`config.mk`:
```
export PLATFORM = sky130hd
export DESIGN_NAME = dma_ctrl
export DESIGN_NICKNAME = d
export VERILOG_FILES = /design/src/hdl/dma_pkg.sv /design/src/hdl/dma_ctrl.sv /design/src/hdl/dma_chan_buf.sv
export VERILOG_INCLUDE_DIRS = /design/src /design/src/hdl
export SDC_FILE = /design/constraint.sdc
export NUM_CORES = 2
export LEC_CHECK = 0
export BUFFER_PORTS_ARGS = -buffer_cell sky130_fd_sc_hd__buf_2
export CORE_ASPECT_RATIO = 0.7
export CORE_MARGIN = 3
export CORE_UTILIZATION = 55
export DETAILED_ROUTE_END_ITERATION = 16
export PLACE_DENSITY = 0.71
export SYNTH_ARGS = -nofsm -noshare
export SYNTH_HDL_FRONTEND = slang
export SYNTH_SLANG_ARGS = --single-unit
```
`constraint.sdc`:
```
create_clock -name clk_sys -period 5.01 [get_ports clk_sys]
set_input_delay 1.002 -clock clk_sys [delete_from_list [all_inputs] [get_ports clk_sys]]
set_output_delay 1.002 -clock clk_sys [all_outputs]
set_load 0.02 [all_outputs]
```
`src/hdl/dma_cfg.svh`:
```
// Purpose: Offsets, field positions, reset values and encodings of the DMA control block
// Assumes: APB byte addresses, one 32-bit word per register
// Notes:   Definitions only
`ifndef DMA_CFG_SVH
`define DMA_CFG_SVH

// Channel n register block at n * 0x20, restart register above them
`define DMA_REG_SRC_HI    3'h0
`define DMA_REG_SRC_LO    3'h1
`define DMA_REG_DST_HI    3'h2
`define DMA_REG_DST_LO    3'h3
`define DMA_REG_COUNT     3'h4
`define DMA_REG_CTRL      3'h5
`define DMA_REG_TSEL      3'h6
`define DMA_RESTART_OFF   12'h080

// channel_control fields
`define DMA_CTRL_EN       0
`define DMA_CTRL_STG      1
`define DMA_CTRL_INIT     2
`define DMA_CTRL_TC       3
`define DMA_CTRL_MODE_LO  4
`define DMA_CTRL_MODE_HI  5

// Transfer modes
`define DMA_MODE_SINGLE   2'h0
`define DMA_MODE_STEP     2'h1
`define DMA_MODE_BLOCK    2'h2

// Reset values
`define DMA_REG_RESET     16'h0000
`define DMA_TSEL_RESET    6'h00

`endif

```
`src/hdl/dma_pkg.sv`:
```
// Purpose: Types shared by the DMA control block
// Assumes: Constants come from dma_cfg.svh
// Notes:   Transfer states are Gray coded along READ-GAP-WRITE-RELEASE
package dma_pkg;

    typedef logic [1:0] chan_t;

    typedef enum logic [2:0] {
        ST_IDLE    = 3'b000,
        ST_READ    = 3'b001,
        ST_GAP     = 3'b011,
        ST_WRITE   = 3'b010,
        ST_RELEASE = 3'b110
    } xfer_state_t;

    typedef struct packed {
        xfer_state_t      st;
        chan_t            cur;
        logic [3:0]       pend;
        logic [3:0]       inx;
        logic [3:0]       en;
        logic [3:0]       term;
        logic [3:0]       end_irq;
        logic [3:0][1:0]  mode;
        logic [3:0][5:0]  tsel;
        logic             nmi_pend;
        logic             nmi_ack;
        logic             pready;
        logic             pslverr;
        logic [31:0]      prdata;
        logic [31:0]      bus_addr;
        logic             bus_rd;
        logic             bus_wr;
        logic [15:0]      bus_wdata;
    } ctrl_t;

    typedef struct packed {
        logic [4:0][15:0] mst;
        logic [4:0][15:0] slv;
    } buf_t;

endpackage : dma_pkg

```
`src/hdl/dma_ctrl.sv`:
```
// Purpose: Control of a four-channel DMA engine: priority, start, reload, stop
// Assumes: APB slave at 25 MHz clk_sys; one bus word moved per read/write pair
// Notes:   Each rule below is tagged at the logic that keeps it
// Function
// - Fixed priority: channel 0 highest, channel 3 lowest.
// - Block mode keeps serving one channel until it ends.
// - Single-step re-arbitrates on bus release; higher channel wins.
// - Source, destination, count each have master and slave copies.
// - Terminal count reloads slaves from the latest master values.
// - Addresses and counting come from slave copies only.
// - Writes while idle update master and slave.
// - Writes during a transfer hit master only; slave reloads at end.
// - Reads during a transfer return the slave copy.
// - Terminal count and forced init both count as transfer end.
// - Software trigger starts when enable is 1 and flag is 0.
// - Selected peripheral interrupt starts transfer, even if masked.
// - NMI clears all enables; acknowledge waits for the bus cycle.
// - Terminal count sets the flag and pulses the end interrupt; read clears.
// - Writing 1 to init force-terminates the channel.
// - Restart register holds all enables; writing zero stops all.
`timescale 1ns/1ps
`default_nettype none
`include "dma_cfg.svh"

module dma_ctrl (
    input  wire logic         clk_sys,
    input  wire logic         rst,
    input  wire logic         psel,
    input  wire logic         penable,
    input  wire logic         pwrite,
    input  wire logic [11:0]  paddr,
    input  wire logic [31:0]  pwdata,
    output logic      [31:0]  prdata,
    output logic              pready,
    output logic              pslverr,
    input  wire logic [63:0]  periph_irq,
    input  wire logic         nmi,
    output logic              nmi_ack,
    output logic      [31:0]  bus_addr,
    output logic              bus_rd,
    output logic              bus_wr,
    output logic      [15:0]  bus_wdata,
    input  wire logic [15:0]  bus_rdata,
    input  wire logic         bus_ack,
    output dma_pkg::chan_t    active_channel,
    output logic      [3:0]   transfer_end_interrupt
);
    import dma_pkg::*;

    ////////////////////////////////////////////////////////////////////////////////////
    // Helpers
    // Lowest set bit wins
    function automatic chan_t pick(input logic [3:0] req);
        chan_t c;
        c = 2'h3;
        for (int i = 3; i >= 0; i--) begin
            if (req[i]) begin
                c = chan_t'(i);
            end
        end
        return c;
    endfunction : pick

    // Channel number to one-hot
    function automatic logic [3:0] onehot(input chan_t c);
        return 4'h1 << c;
    endfunction : onehot

    ctrl_t s;
    ctrl_t next_s;

    logic        done;
    logic        wr;
    logic        rd;
    chan_t       ch;
    logic [2:0]  idx;
    logic        is_chan;
    logic        is_rst;
    logic        mapped;
    logic [3:0]  step;
    logic [3:0]  term_hit;
    logic [3:0]  init_w;
    logic [3:0]  ends;
    logic [31:0] src [4];
    logic [31:0] dst [4];
    logic [15:0] cnt [4];
    logic [31:0] rd_val;

    ////////////////////////////////////////////////////////////////////////////////////
    // APB decode
    // Access completes in the first access cycle
    assign done    = psel && penable && s.pready;
    assign wr      = done && pwrite && mapped;
    assign rd      = done && !pwrite && mapped;
    assign ch      = paddr[6:5];
    assign idx     = paddr[4:2];
    assign is_chan = (paddr[11:7] == 5'h00) && (idx <= `DMA_REG_TSEL);
    assign is_rst  = (paddr == `DMA_RESTART_OFF);
    assign mapped  = is_chan || is_rst;

    // Per-channel strobes
    always_comb begin
        for (int g = 0; g < 4; g++) begin
            step[g]     = (s.st == ST_WRITE) && bus_ack && s.inx[g] && (s.cur == chan_t'(g));
            term_hit[g] = step[g] && (cnt[g] == 16'h1);
            init_w[g]   = wr && is_chan && (ch == chan_t'(g)) && (idx == `DMA_REG_CTRL)
                          && pwdata[`DMA_CTRL_INIT];
        end
        ends = term_hit | init_w;
    end

    ////////////////////////////////////////////////////////////////////////////////////
    // Address and count buffers
    for (genvar g = 0; g < 4; g++) begin : g_buf
        dma_chan_buf u_buf (
            .clk_sys (clk_sys),
            .rst     (rst),
            .wr_en   (wr && is_chan && (ch == chan_t'(g)) && (idx <= `DMA_REG_COUNT)),
            .wr_idx  (idx),
            .wdata   (pwdata[15:0]),
            .busy    (s.inx[g]),
            .reload  (ends[g]),
            .step    (step[g]),
            .src     (src[g]),
            .dst     (dst[g]),
            .cnt     (cnt[g])
        );
    end

    // Read mux: buffers always show the slave copy
    always_comb begin
        rd_val = 32'h0;
        if (is_rst) begin
            rd_val[3:0] = s.en;
        end else begin
            case (idx)
                `DMA_REG_SRC_HI: rd_val[15:0] = src[ch][31:16];
                `DMA_REG_SRC_LO: rd_val[15:0] = src[ch][15:0];
                `DMA_REG_DST_HI: rd_val[15:0] = dst[ch][31:16];
                `DMA_REG_DST_LO: rd_val[15:0] = dst[ch][15:0];
                `DMA_REG_COUNT:  rd_val[15:0] = cnt[ch];
                `DMA_REG_CTRL: begin
                    rd_val[`DMA_CTRL_EN] = s.en[ch];
                    rd_val[`DMA_CTRL_TC] = s.term[ch];
                    rd_val[`DMA_CTRL_MODE_HI:`DMA_CTRL_MODE_LO] = s.mode[ch];
                end
                `DMA_REG_TSEL:   rd_val[5:0] = s.tsel[ch];
                default:         rd_val = 32'h0;
            endcase
        end
    end

    ////////////////////////////////////////////////////////////////////////////////////
    // Next state
    always_comb begin
        next_s         = s;
        next_s.end_irq = 4'h0;
        next_s.nmi_ack = 1'b0;
        // Register answer prepared in the setup cycle
        next_s.pready  = psel && !penable;
        if (psel && !penable) begin
            next_s.prdata  = mapped ? rd_val : 32'h0;
            next_s.pslverr = !mapped;
        end
        // Flag clears only if the read actually showed it set
        if (rd && is_chan && (idx == `DMA_REG_CTRL) && s.prdata[`DMA_CTRL_TC]) begin
            next_s.term[ch] = 1'b0;
        end
        // Register writes
        if (wr && is_rst) begin
            next_s.en = pwdata[3:0];
        end
        if (wr && is_chan && (idx == `DMA_REG_TSEL)) begin
            next_s.tsel[ch] = pwdata[5:0];
        end
        if (wr && is_chan && (idx == `DMA_REG_CTRL)) begin
            next_s.en[ch]   = pwdata[`DMA_CTRL_EN];
            next_s.mode[ch] = pwdata[`DMA_CTRL_MODE_HI:`DMA_CTRL_MODE_LO];
            if (pwdata[`DMA_CTRL_STG] && s.en[ch] && !s.term[ch]) begin
                next_s.pend[ch] = 1'b1;
                next_s.inx[ch]  = 1'b1;
            end
        end
        // Peripheral starts ignore the interrupt mask
        for (int i = 0; i < 4; i++) begin
            if (s.en[i] && !s.term[i] && periph_irq[s.tsel[i]]) begin
                next_s.pend[i] = 1'b1;
                next_s.inx[i]  = 1'b1;
            end
        end
        // Transfer engine
        case (s.st)
            ST_IDLE: begin
                if (s.nmi_pend) begin
                    next_s.nmi_pend = 1'b0;
                    next_s.nmi_ack  = 1'b1;
                end else if (|(s.pend & s.en)) begin
                    next_s.cur       = pick(s.pend & s.en);
                    next_s.pend[next_s.cur] = 1'b0;
                    next_s.st        = ST_READ;
                    next_s.bus_rd    = 1'b1;
                    next_s.bus_addr  = src[next_s.cur];
                end
            end
            ST_READ: begin
                if (bus_ack) begin
                    next_s.bus_rd    = 1'b0;
                    next_s.bus_wdata = bus_rdata;
                    next_s.st        = s.inx[s.cur] ? ST_GAP : ST_RELEASE;
                end
            end
            ST_GAP: begin
                if (s.inx[s.cur]) begin
                    next_s.st       = ST_WRITE;
                    next_s.bus_wr   = 1'b1;
                    next_s.bus_addr = dst[s.cur];
                end else begin
                    next_s.st = ST_RELEASE;
                end
            end
            ST_WRITE: begin
                if (bus_ack) begin
                    next_s.bus_wr = 1'b0;
                    next_s.st     = ST_RELEASE;
                end
            end
            ST_RELEASE: begin
                if ((s.mode[s.cur] == `DMA_MODE_BLOCK) && s.inx[s.cur] && s.en[s.cur]
                    && !s.nmi_pend) begin
                    next_s.st       = ST_READ;
                    next_s.bus_rd   = 1'b1;
                    next_s.bus_addr = src[s.cur];
                end else begin
                    next_s.st = ST_IDLE;
                end
            end
            default: begin
                next_s.st     = ST_IDLE;
                next_s.bus_rd = 1'b0;
                next_s.bus_wr = 1'b0;
            end
        endcase
        // End of transfer: terminal count or forced init
        for (int i = 0; i < 4; i++) begin
            if (ends[i]) begin
                next_s.pend[i] = 1'b0;
                next_s.inx[i]  = 1'b0;
            end
            if (term_hit[i]) begin
                next_s.term[i]    = 1'b1;
                next_s.end_irq[i] = 1'b1;
            end
        end
        // NMI stops every channel; the bus cycle under way still completes
        if (nmi) begin
            next_s.en       = 4'h0;
            next_s.nmi_pend = 1'b1;
        end
    end

    // State register
    always_ff @(posedge clk_sys) begin
        if (rst) begin
            s <= '{st: ST_IDLE, tsel: {4{`DMA_TSEL_RESET}}, default: '0};
        end else begin
            s <= next_s;
        end
    end

    // Outputs straight from the state register
    assign prdata                 = s.prdata;
    assign pready                 = s.pready;
    assign pslverr                = s.pslverr;
    assign nmi_ack                = s.nmi_ack;
    assign bus_addr               = s.bus_addr;
    assign bus_rd                 = s.bus_rd;
    assign bus_wr                 = s.bus_wr;
    assign bus_wdata              = s.bus_wdata;
    assign active_channel         = s.cur;
    assign transfer_end_interrupt = s.end_irq;
endmodule : dma_ctrl
`default_nettype wire

```
`src/hdl/dma_chan_buf.sv`:
```
// Purpose: Two-deep master/slave copies of one channel's addresses and count
// Assumes: wr_idx is 0..4 whenever wr_en is high
// Notes:   Transfers run from the slave copy only
`timescale 1ns/1ps
`default_nettype none
`include "dma_cfg.svh"

module dma_chan_buf (
    input  wire logic        clk_sys,
    input  wire logic        rst,
    input  wire logic        wr_en,
    input  wire logic [2:0]  wr_idx,
    input  wire logic [15:0] wdata,
    input  wire logic        busy,
    input  wire logic        reload,
    input  wire logic        step,
    output logic      [31:0] src,
    output logic      [31:0] dst,
    output logic      [15:0] cnt
);
    import dma_pkg::*;

    buf_t s;
    buf_t next_s;

    // Slave copy drives the transfer and the read-back
    assign src = {s.slv[0], s.slv[1]};
    assign dst = {s.slv[2], s.slv[3]};
    assign cnt = s.slv[4];

    // Master takes every write; slave only while idle, or by reload at the end
    always_comb begin
        next_s = s;
        if (wr_en) begin
            next_s.mst[wr_idx] = wdata;
        end
        if (reload) begin
            next_s.slv = next_s.mst;
        end else begin
            if (step) begin
                {next_s.slv[0], next_s.slv[1]} = src + 32'h1;
                {next_s.slv[2], next_s.slv[3]} = dst + 32'h1;
                next_s.slv[4] = cnt - 16'h1;
            end
            if (wr_en && !busy) begin
                next_s.slv[wr_idx] = wdata;
            end
        end
    end

    // State register
    always_ff @(posedge clk_sys) begin
        if (rst) begin
            s <= {10{`DMA_REG_RESET}};
        end else begin
            s <= next_s;
        end
    end

endmodule : dma_chan_buf
`default_nettype wire

```
# Yosys cells after proc, flatten, opt, wreduce, memory -nomap -nowiden
# Index checks and enable logic that the tools add are counted.
dict set report op_classes {
  magnitude_cmp 16
  n_mux 135
  bitwise 15
  add_sub_neg 12
  n_eq_ne 28
  reduce_logical 116
}
# op count
set op_table {}
lappend op_table {{80-bit two-way mux} 20}
lappend op_table {{80-bit bitwise mux} 8}
lappend op_table {{32-bit two-way mux} 12}
lappend op_table {{32-bit binary-select mux with 2-bit select} 5}
lappend op_table {{32-bit by 1-bit adder with 32-bit output, second input constant} 8}
lappend op_table {{33-bit two-way mux} 3}
lappend op_table {{32-bit one-hot mux with 3 select lines} 1}
lappend op_table {{16-bit by 1-bit == test with 1-bit output, second input constant} 4}
lappend op_table {{1-bit logical AND} 64}
lappend op_table {{16-bit by 1-bit subtractor with 16-bit output, second input constant} 4}
lappend op_table {{10-bit one-hot mux with 5 select lines} 1}
lappend op_table {{16-bit demux with 3-bit select} 1}
lappend op_table {{16-bit two-way mux} 3}
lappend op_table {{16-bit binary-select mux with 2-bit select} 1}
lappend op_table {{1-bit two-way mux} 32}
lappend op_table {{6-bit by 7-bit < comparator with 1-bit output, second input constant} 4}
lappend op_table {{2-bit nonzero test} 13}
lappend op_table {{1-bit binary-select mux with 6-bit select} 4}
lappend op_table {{24-bit bitwise mux} 1}
lappend op_table {{12-bit two-way mux} 2}
lappend op_table {{3-bit one-hot mux with 7 select lines} 1}
lappend op_table {{2-bit two-way mux} 9}
lappend op_table {{9-bit two-way mux} 2}
lappend op_table {{4-bit two-way mux} 4}
lappend op_table {{other kinds (47)} 115}
dict set report totals {
  regBits 783
  wordCells 395
  output_inout_bits 91
  in_bits 131
}

# Logic depth before layout (Yosys ltp)
dict set report depth {
  depth_word 16
  mapped_depth 11
  depth_no_buf 8
}

# Hierarchy
# A second synthesis with hierarchy kept.
dict set report hier_totals {
  cells_unflattened 5284
  hier_area_um2 47431.7
}
# mod area_each_um2 seq_area_each_um2 cells_per_inst instances
set modules_own_cells {}
lappend modules_own_cells {{dma_chan_buf at g_buf[1].u_buf ...} 8485.6 3203.1 962 2}
lappend modules_own_cells {dma_ctrl 13464.2 2542.4 1321 1}
lappend modules_own_cells {{dma_chan_buf at g_buf[0].u_buf} 8599.5 3203.1 1023 1}
lappend modules_own_cells {{dma_chan_buf at g_buf[3].u_buf} 8396.8 3203.1 1016 1}

# Worst setup path before layout
# Ideal clock, no wire load.
dict set report synth_timing {
  path_type {input-to-reg}
  startpoint {input port paddr[9]}
  endpoint {register g_buf[3].u_buf.s, in the netlist g_buf[3].u_buf.cnt[11]}
  path_buffers 3
  required_ns 4.893
  setup_time_ns 0.117
  arrival_time_ns 3.061
  stages 9
  slack_ns 1.832
  path_cell_list {or4_4 > buf_6 > or3_1 > buf_6 > nor2_8 > buf_8 > mux2i_1 > nor2_2 > a22o_1}
}
dict set report synth_between {
  elab_chain_cells 10
  elab_cells_between_ends 15
  classes_between {eq/ne: 1; mux: 3; bitwise: 1; reduce/logical: 10}
}
# element line_no
set synth_lines {}
lappend synth_lines {{start: declaration} dma_ctrl.sv:31} ;# input wire logic [11:0] paddr,
lappend synth_lines {{branches (longest 4 deep; another with 12-bit by 8-bit == test with 1-bit output)} n/a}
lappend synth_lines {{1-bit logical AND * (2 in series)} {dma_ctrl.sv:106, dma_ctrl.sv:118}}
lappend synth_lines {{1-bit logical AND (on tied branches)} {dma_ctrl.sv:118, dma_ctrl.sv:106}}
lappend synth_lines {{1-bit logical AND (on tied branches)} {dma_chan_buf.sv:45, dma_ctrl.sv:106}}
lappend synth_lines {{80-bit two-way mux or 4-bit bitwise OR (tied branches)} {dma_chan_buf.sv:45, dma_ctrl.sv:109}}
lappend synth_lines {{80-bit two-way mux *} dma_chan_buf.sv:37} ;# if (reload) begin
lappend synth_lines {{end signal: assignment} dma_chan_buf.sv:54} ;# s <= {10{`DMA_REG_RESET}};
lappend synth_lines {{end signal: assignment} dma_chan_buf.sv:56} ;# s <= next_s;
lappend synth_lines {{end: declaration} dma_chan_buf.sv:23} ;# buf_t s;
# Every way passes the cells marked *.
# A chain may end at the register's enable or synchronous reset.

# Final worst setup path
dict set report layout_timing {
  startpoint {register s, in the netlist active_channel[1]}
  endpoint {register g_buf[0].u_buf.s, in the netlist g_buf[0].u_buf.dst[6]}
}
dict set report layout_between {
  elab_chain_cells 7
  elab_cells_between_ends 9
  classes_between {mux: 5; bitwise: 1; reduce/logical: 3}
}
# element line_no
set layout_lines {}
lappend layout_lines {{start: declaration} dma_ctrl.sv:69} ;# ctrl_t s;
lappend layout_lines {{start signal: assignment} dma_ctrl.sv:266} ;# s <= next_s;
lappend layout_lines {{2-bit zero test *} dma_ctrl.sv:104} ;# step[g] = (s.st == ST_WRITE) && bus_ack && s.inx[g] && (s.cur == chan_t'(g));
lappend layout_lines {{1-bit logical AND *} dma_ctrl.sv:104}
lappend layout_lines {{80-bit two-way mux} dma_chan_buf.sv:40} ;# if (step) begin
lappend layout_lines {{80-bit two-way mux} dma_chan_buf.sv:37}
lappend layout_lines {{80-bit bitwise mux} dma_chan_buf.sv:46} ;# next_s.slv[wr_idx] = wdata;
lappend layout_lines {{80-bit two-way mux} dma_chan_buf.sv:45} ;# if (wr_en && !busy) begin
lappend layout_lines {{80-bit two-way mux *} dma_chan_buf.sv:37}
lappend layout_lines {{end signal: assignment} dma_chan_buf.sv:54}
lappend layout_lines {{end signal: assignment} dma_chan_buf.sv:56}
lappend layout_lines {{end: declaration} dma_chan_buf.sv:23}
# Mark *: on every way between the ends. The rest lies on a longest branch, timed or not. The select of a mux whose other input is x is not followed.

==> results_tabular.tex <==
\begin{tabular}{lr}
\hline
Metric & Value \\
\hline
\multicolumn{2}{l}{\textbf{Detailed routing}} \\
DRC Markers & 0 \\
Post-detailed-route wirelength per cell & 30.8 um \\
Initial detailed-routing violation count & 7013 \\
Final wirelength & 194000 um \\
First-pass DRT Iterations & 12 \\
Total via count in the routed design & 44464 \\
Remaining number of nets flagged by the antenna check after routing & 0 \\
Post-DR vias/cell & 7.07 \\
\multicolumn{2}{l}{\textbf{Clock network}} \\
Buffer levels on the longest clock path & 3 \\
Num CTS Buffers & 79 \\
Post-CTS repair timing setup buffer count & 0 \\
Number of levels in the clock H-tree & 3 \\
Worst skew pair latency & 0.67 ns \\
Clock transition at the registers of the reported paths & 0.06 ns \\
Resize count post-CTS & 0 \\
Sinks on the clock net & 767 \\
CTS tree & done \\
Root buf cell & sky130\_fd\_sc\_hd\_\_clkbuf\_16 \\
Number of hold buffers added after CTS & 0 \\
\multicolumn{2}{l}{\textbf{Critical path}} \\
Crit start category & flip-flop \\
Capture instance of the worst register-to-register path & g\_buf[0].u\_buf.dst[6] \\
CP cell instances & nand2b\_1 -> nor4\_2 -> buf\_4 -> nand4\_1 -> and3\_2 -> buf\_4 -> nor2\_1 -> a211oi\_1 \\
R2R depth & 8 \\
Critical-path top delay cell & sky130\_fd\_sc\_hd\_\_and3\_2 \\
Cell occurring most often along the worst timing path & sky130\_fd\_sc\_hd\_\_buf\_4 \\
Worst Path Arrival & 4.43 ns \\
R2R Path Start & active\_channel[1] \\
Setup crit end kind & flip-flop \\
Crit-path max FO & 49 \\
Worst-case register-to-register setup slack & 1.15 ns \\
Type of the setup path with the least slack & reg -> reg \\
CP Data Required Time & 5.58 ns \\
Max incr delay on CP & 1.13 ns \\
\multicolumn{2}{l}{\textbf{Finish}} \\
Synth-to-layout area growth & 8.59\% \\
Proportion of layout cells with a drive suffix above 1 & 16.3\% \\
Finished layout cell area & 0.0494 mm2 \\
Most common cell after layout, fill and taps aside & sky130\_fd\_sc\_hd\_\_dfxtp\_1 \\
Top library cells by usage in the layout, fill and taps aside & sky130\_fd\_sc\_hd\_\_dfxtp\_1 (765), sky130\_fd\_sc\_hd\_\_nand2\_1 (573), sky130\_fd\_sc\_hd\_\_nor2\_1 (485), sky130\_fd\_sc\_hd\_\_a21oi\_1 (468), sky130\_fd\_sc\_hd\_\_nand3\_1 (239) \\
Fin nets & 5298 \\
\multicolumn{2}{l}{\textbf{Die}} \\
Full die area & 0.0863 mm2 \\
Floorplan Core Area & 0.0812 mm2 \\
Placement Rows & 87 \\
Initial core utilization & 56.0\% \\
Height of the die & 247 um \\
Overall die width & 350 um \\
I/O pin count & 222 \\
\multicolumn{2}{l}{\textbf{Logic synthesis}} \\
Synth area leader & sky130\_fd\_sc\_hd\_\_dfxtp\_1 \\
Number of instances in the synthesized netlist & 5256 \\
Mean post-synth cell area & 8.66 um2 \\
Synth unique cells & 101 \\
Sequential-to-total area share from yosys stat & 33.7\% \\
Count of synthesis-stage warnings from yosys & 0 \\
Synthesized area & 0.0455 mm2 \\
Area share of the leading cell type in the synthesized netlist & 33.7\% \\
Count of flip-flops with a built-in enable after synthesis & 0 \\
Prevailing post-synth register cell & sky130\_fd\_sc\_hd\_\_dfxtp\_1 \\
Top cells by area, synth & sky130\_fd\_sc\_hd\_\_dfxtp\_1 (34\%), sky130\_fd\_sc\_hd\_\_mux4\_2 (10\%), sky130\_fd\_sc\_hd\_\_a21oi\_1 (5.1\%) \\
Fraction of synthesis flops using an asynchronous set or reset pin & 0\% \\
Yosys reg bits & 767 \\
\multicolumn{2}{l}{\textbf{STA}} \\
Period minus WS final & 3.86 ns \\
Endpoints failing setup & 0 \\
Final Slew Violations & 3 \\
Fin. Hold Viols & 0 \\
Final period util & 77.1\% \\
Unrepaired setup endpoints after global routing & no \\
Slew @ Worst Pin & 1.56 ns \\
Setup TNS & 0 ns \\
Worst setup skew after layout & 0.0379 ns \\
Min Hold Slack & 0.452 ns \\
Highest Clock Rate & 259 MHz \\
Slew HR & -4.82\% \\
\multicolumn{2}{l}{\textbf{Hold path}} \\
Worst Hold Depth & 2 \\
Hold Crit Class & reg -> reg \\
Hold path endpoint & bus\_wdata[8] \\
Hold Path Origin & bus\_wdata[8] \\
\multicolumn{2}{l}{\textbf{Pwr}} \\
Total power after layout & 13.1 mW \\
Power per cell area & 265 mW/mm2 \\
IR Drop Worst-Case VDD & 0.258 mV \\
Leak & 17.7 nW \\
\multicolumn{2}{l}{\textbf{Job}} \\
Max cap viols & 1 \\
\multicolumn{2}{l}{\textbf{Placed design}} \\
Placed Area & 0.0467 mm2 \\
Estimated wirelength of the detail-placed design & 137000 um \\
Number of I/O port buffers & 189 \\
GPL Wtd Cong & 1.04 \\
\multicolumn{2}{l}{\textbf{Global routing}} \\
First-pass GRT wire length & 278000 um \\
Overflow left after global routing & 0 \\
Number of global-route vias before repair & 39722 \\
Initial antenna violation count & 16 \\
Total routing usage reported by global routing & 43.7\% \\
Pin count of the biggest net entering global routing & 194 \\
\multicolumn{2}{l}{\textbf{Run status}} \\
Outcome & complete, but fails checks \\
Violations in the final reports & capacitance limit, slew limit \\
\hline
\end{tabular}
Yosys cell counts (22+ instances only):
cell type and number:
sky130_fd_sc_hd__a211oi_1 144, sky130_fd_sc_hd__a21o_1 22, sky130_fd_sc_hd__a21oi_1 468, sky130_fd_sc_hd__a221oi_1 55
sky130_fd_sc_hd__a22o_1 37, sky130_fd_sc_hd__a2bb2oi_1 41, sky130_fd_sc_hd__and2_1 25, sky130_fd_sc_hd__and3_1 70
sky130_fd_sc_hd__and4_1 34, sky130_fd_sc_hd__buf_1 32, sky130_fd_sc_hd__buf_2 95, sky130_fd_sc_hd__buf_4 92
sky130_fd_sc_hd__clkbuf_1 330, sky130_fd_sc_hd__dfxtp_1 767, sky130_fd_sc_hd__inv_1 44, sky130_fd_sc_hd__mux2i_1 218
sky130_fd_sc_hd__mux4_2 209, sky130_fd_sc_hd__nand2_1 577, sky130_fd_sc_hd__nand3_1 239, sky130_fd_sc_hd__nand4_1 120
sky130_fd_sc_hd__nor2_1 487, sky130_fd_sc_hd__nor2b_1 26, sky130_fd_sc_hd__nor3_1 94, sky130_fd_sc_hd__nor4_1 56
sky130_fd_sc_hd__o211ai_1 23, sky130_fd_sc_hd__o21ai_0 160, sky130_fd_sc_hd__o221a_2 27, sky130_fd_sc_hd__o22a_1 80
sky130_fd_sc_hd__o22ai_1 24, sky130_fd_sc_hd__or3_1 25, sky130_fd_sc_hd__xnor2_1 143, sky130_fd_sc_hd__xor2_1 133
cell families after synthesis:
family / count (synthesis) / synth area share (%)
compound gates: 1248 / 18.3
buf+inv: 602 / 6.08
fa+ha+maj: 16 / 0.440
xor+xnor: 276 / 5.31
simple gates: 1903 / 20.6
other cells: 1 / 0.00824
mux: 443 / 15.5
flops: 767 / 33.7
registers in the layout, indices dropped and copies added, names as in the netlist:
name                    count
bus_rd                      1
prdata                     16
nmi_ack                     1
pready                      1
bus_wr                      1
transfer_end_interrupt      4
g_buf.u_buf.dst           128
pslverr                     1
bus_addr                   32
g_buf.u_buf.s             320
g_buf.u_buf.cnt            64
active_channel              2
s                          52
g_buf.u_buf.src           128
bus_wdata                  16
worst max path at each step:
stage                                  from  depth (start not counted)                     end  slack (ns)
after floorplan                    paddr[9]                          9  g_buf[3].u_buf.cnt[11]        1.83
after detailed placement            bus_ack                          8   g_buf[2].u_buf.dst[8]        0.92
after global routing      active_channel[1]                          8   g_buf[0].u_buf.dst[6]        1.17
after global placement              bus_ack                          8   g_buf[2].u_buf.dst[8]        0.95
final                     active_channel[1]                          8   g_buf[0].u_buf.dst[6]        1.15
after CTS                 active_channel[1]                          8   g_buf[0].u_buf.dst[6]        1.33
cell type report:
| type | instances | area, um2 |
|---|---|---|
| Sequential cell | 767 | 15400 |
| Antenna cell | 10 | 25.0 |
| Clock buffer | 106 | 2250 |
| Timing Repair Buffer | 353 | 2300 |
| Clock inverter | 39 | 452 |
| Fill cell | 7085 | 31800 |
| Multi-Input combinational cell | 3902 | 27500 |
| Inverter | 48 | 180 |
| Tap cell | 1068 | 1340 |
stage by stage:
| step | worst slack [ns] | std cells | utilization [%] |
|---|---|---|---|
| floorplan | 1.83 | 5271 | - |
| global placement | 0.946 | 6138 | 57.5 |
| detailed placement | 0.920 | 6138 | 57.5 |
| CTS | 1.33 | 6283 | 60.8 |
| global route | 1.17 | 6286 | 60.8 |
| finish | 1.15 | 6293 | 60.9 |
power breakdown:
| part | switching, mW | internal, mW |
|---|---|---|
| clock | 2.72 | 3.54 |
| combinational | 0.559 | 0.186 |
| sequential | 0.00406 | 6.10 |
worst max-delay path: cells and delay by family (launching register included):
family                 cells  cell delay (ns)
buffers and inverters      2             0.63
and+or+nand+nor            5             2.15
AOI/OAI and AO/OA          1             0.17
DFF                        1             0.76
routing by layer:
layer | global-route usage [%] | routed length, um | vias up | part of all wire [%]
li1 | - | - | 19045 | -
met1 | 60.5 | 74700 | 21214 | 39
met2 | 57.6 | 73700 | 3589 | 38
met3 | 19.4 | 34700 | 608 | 18
met4 | 20.1 | 10300 | 8 | 5.3
met5 | 0.340 | 52 | - | 0.027
No activity file was read; power rests on OpenSTA's default activity.
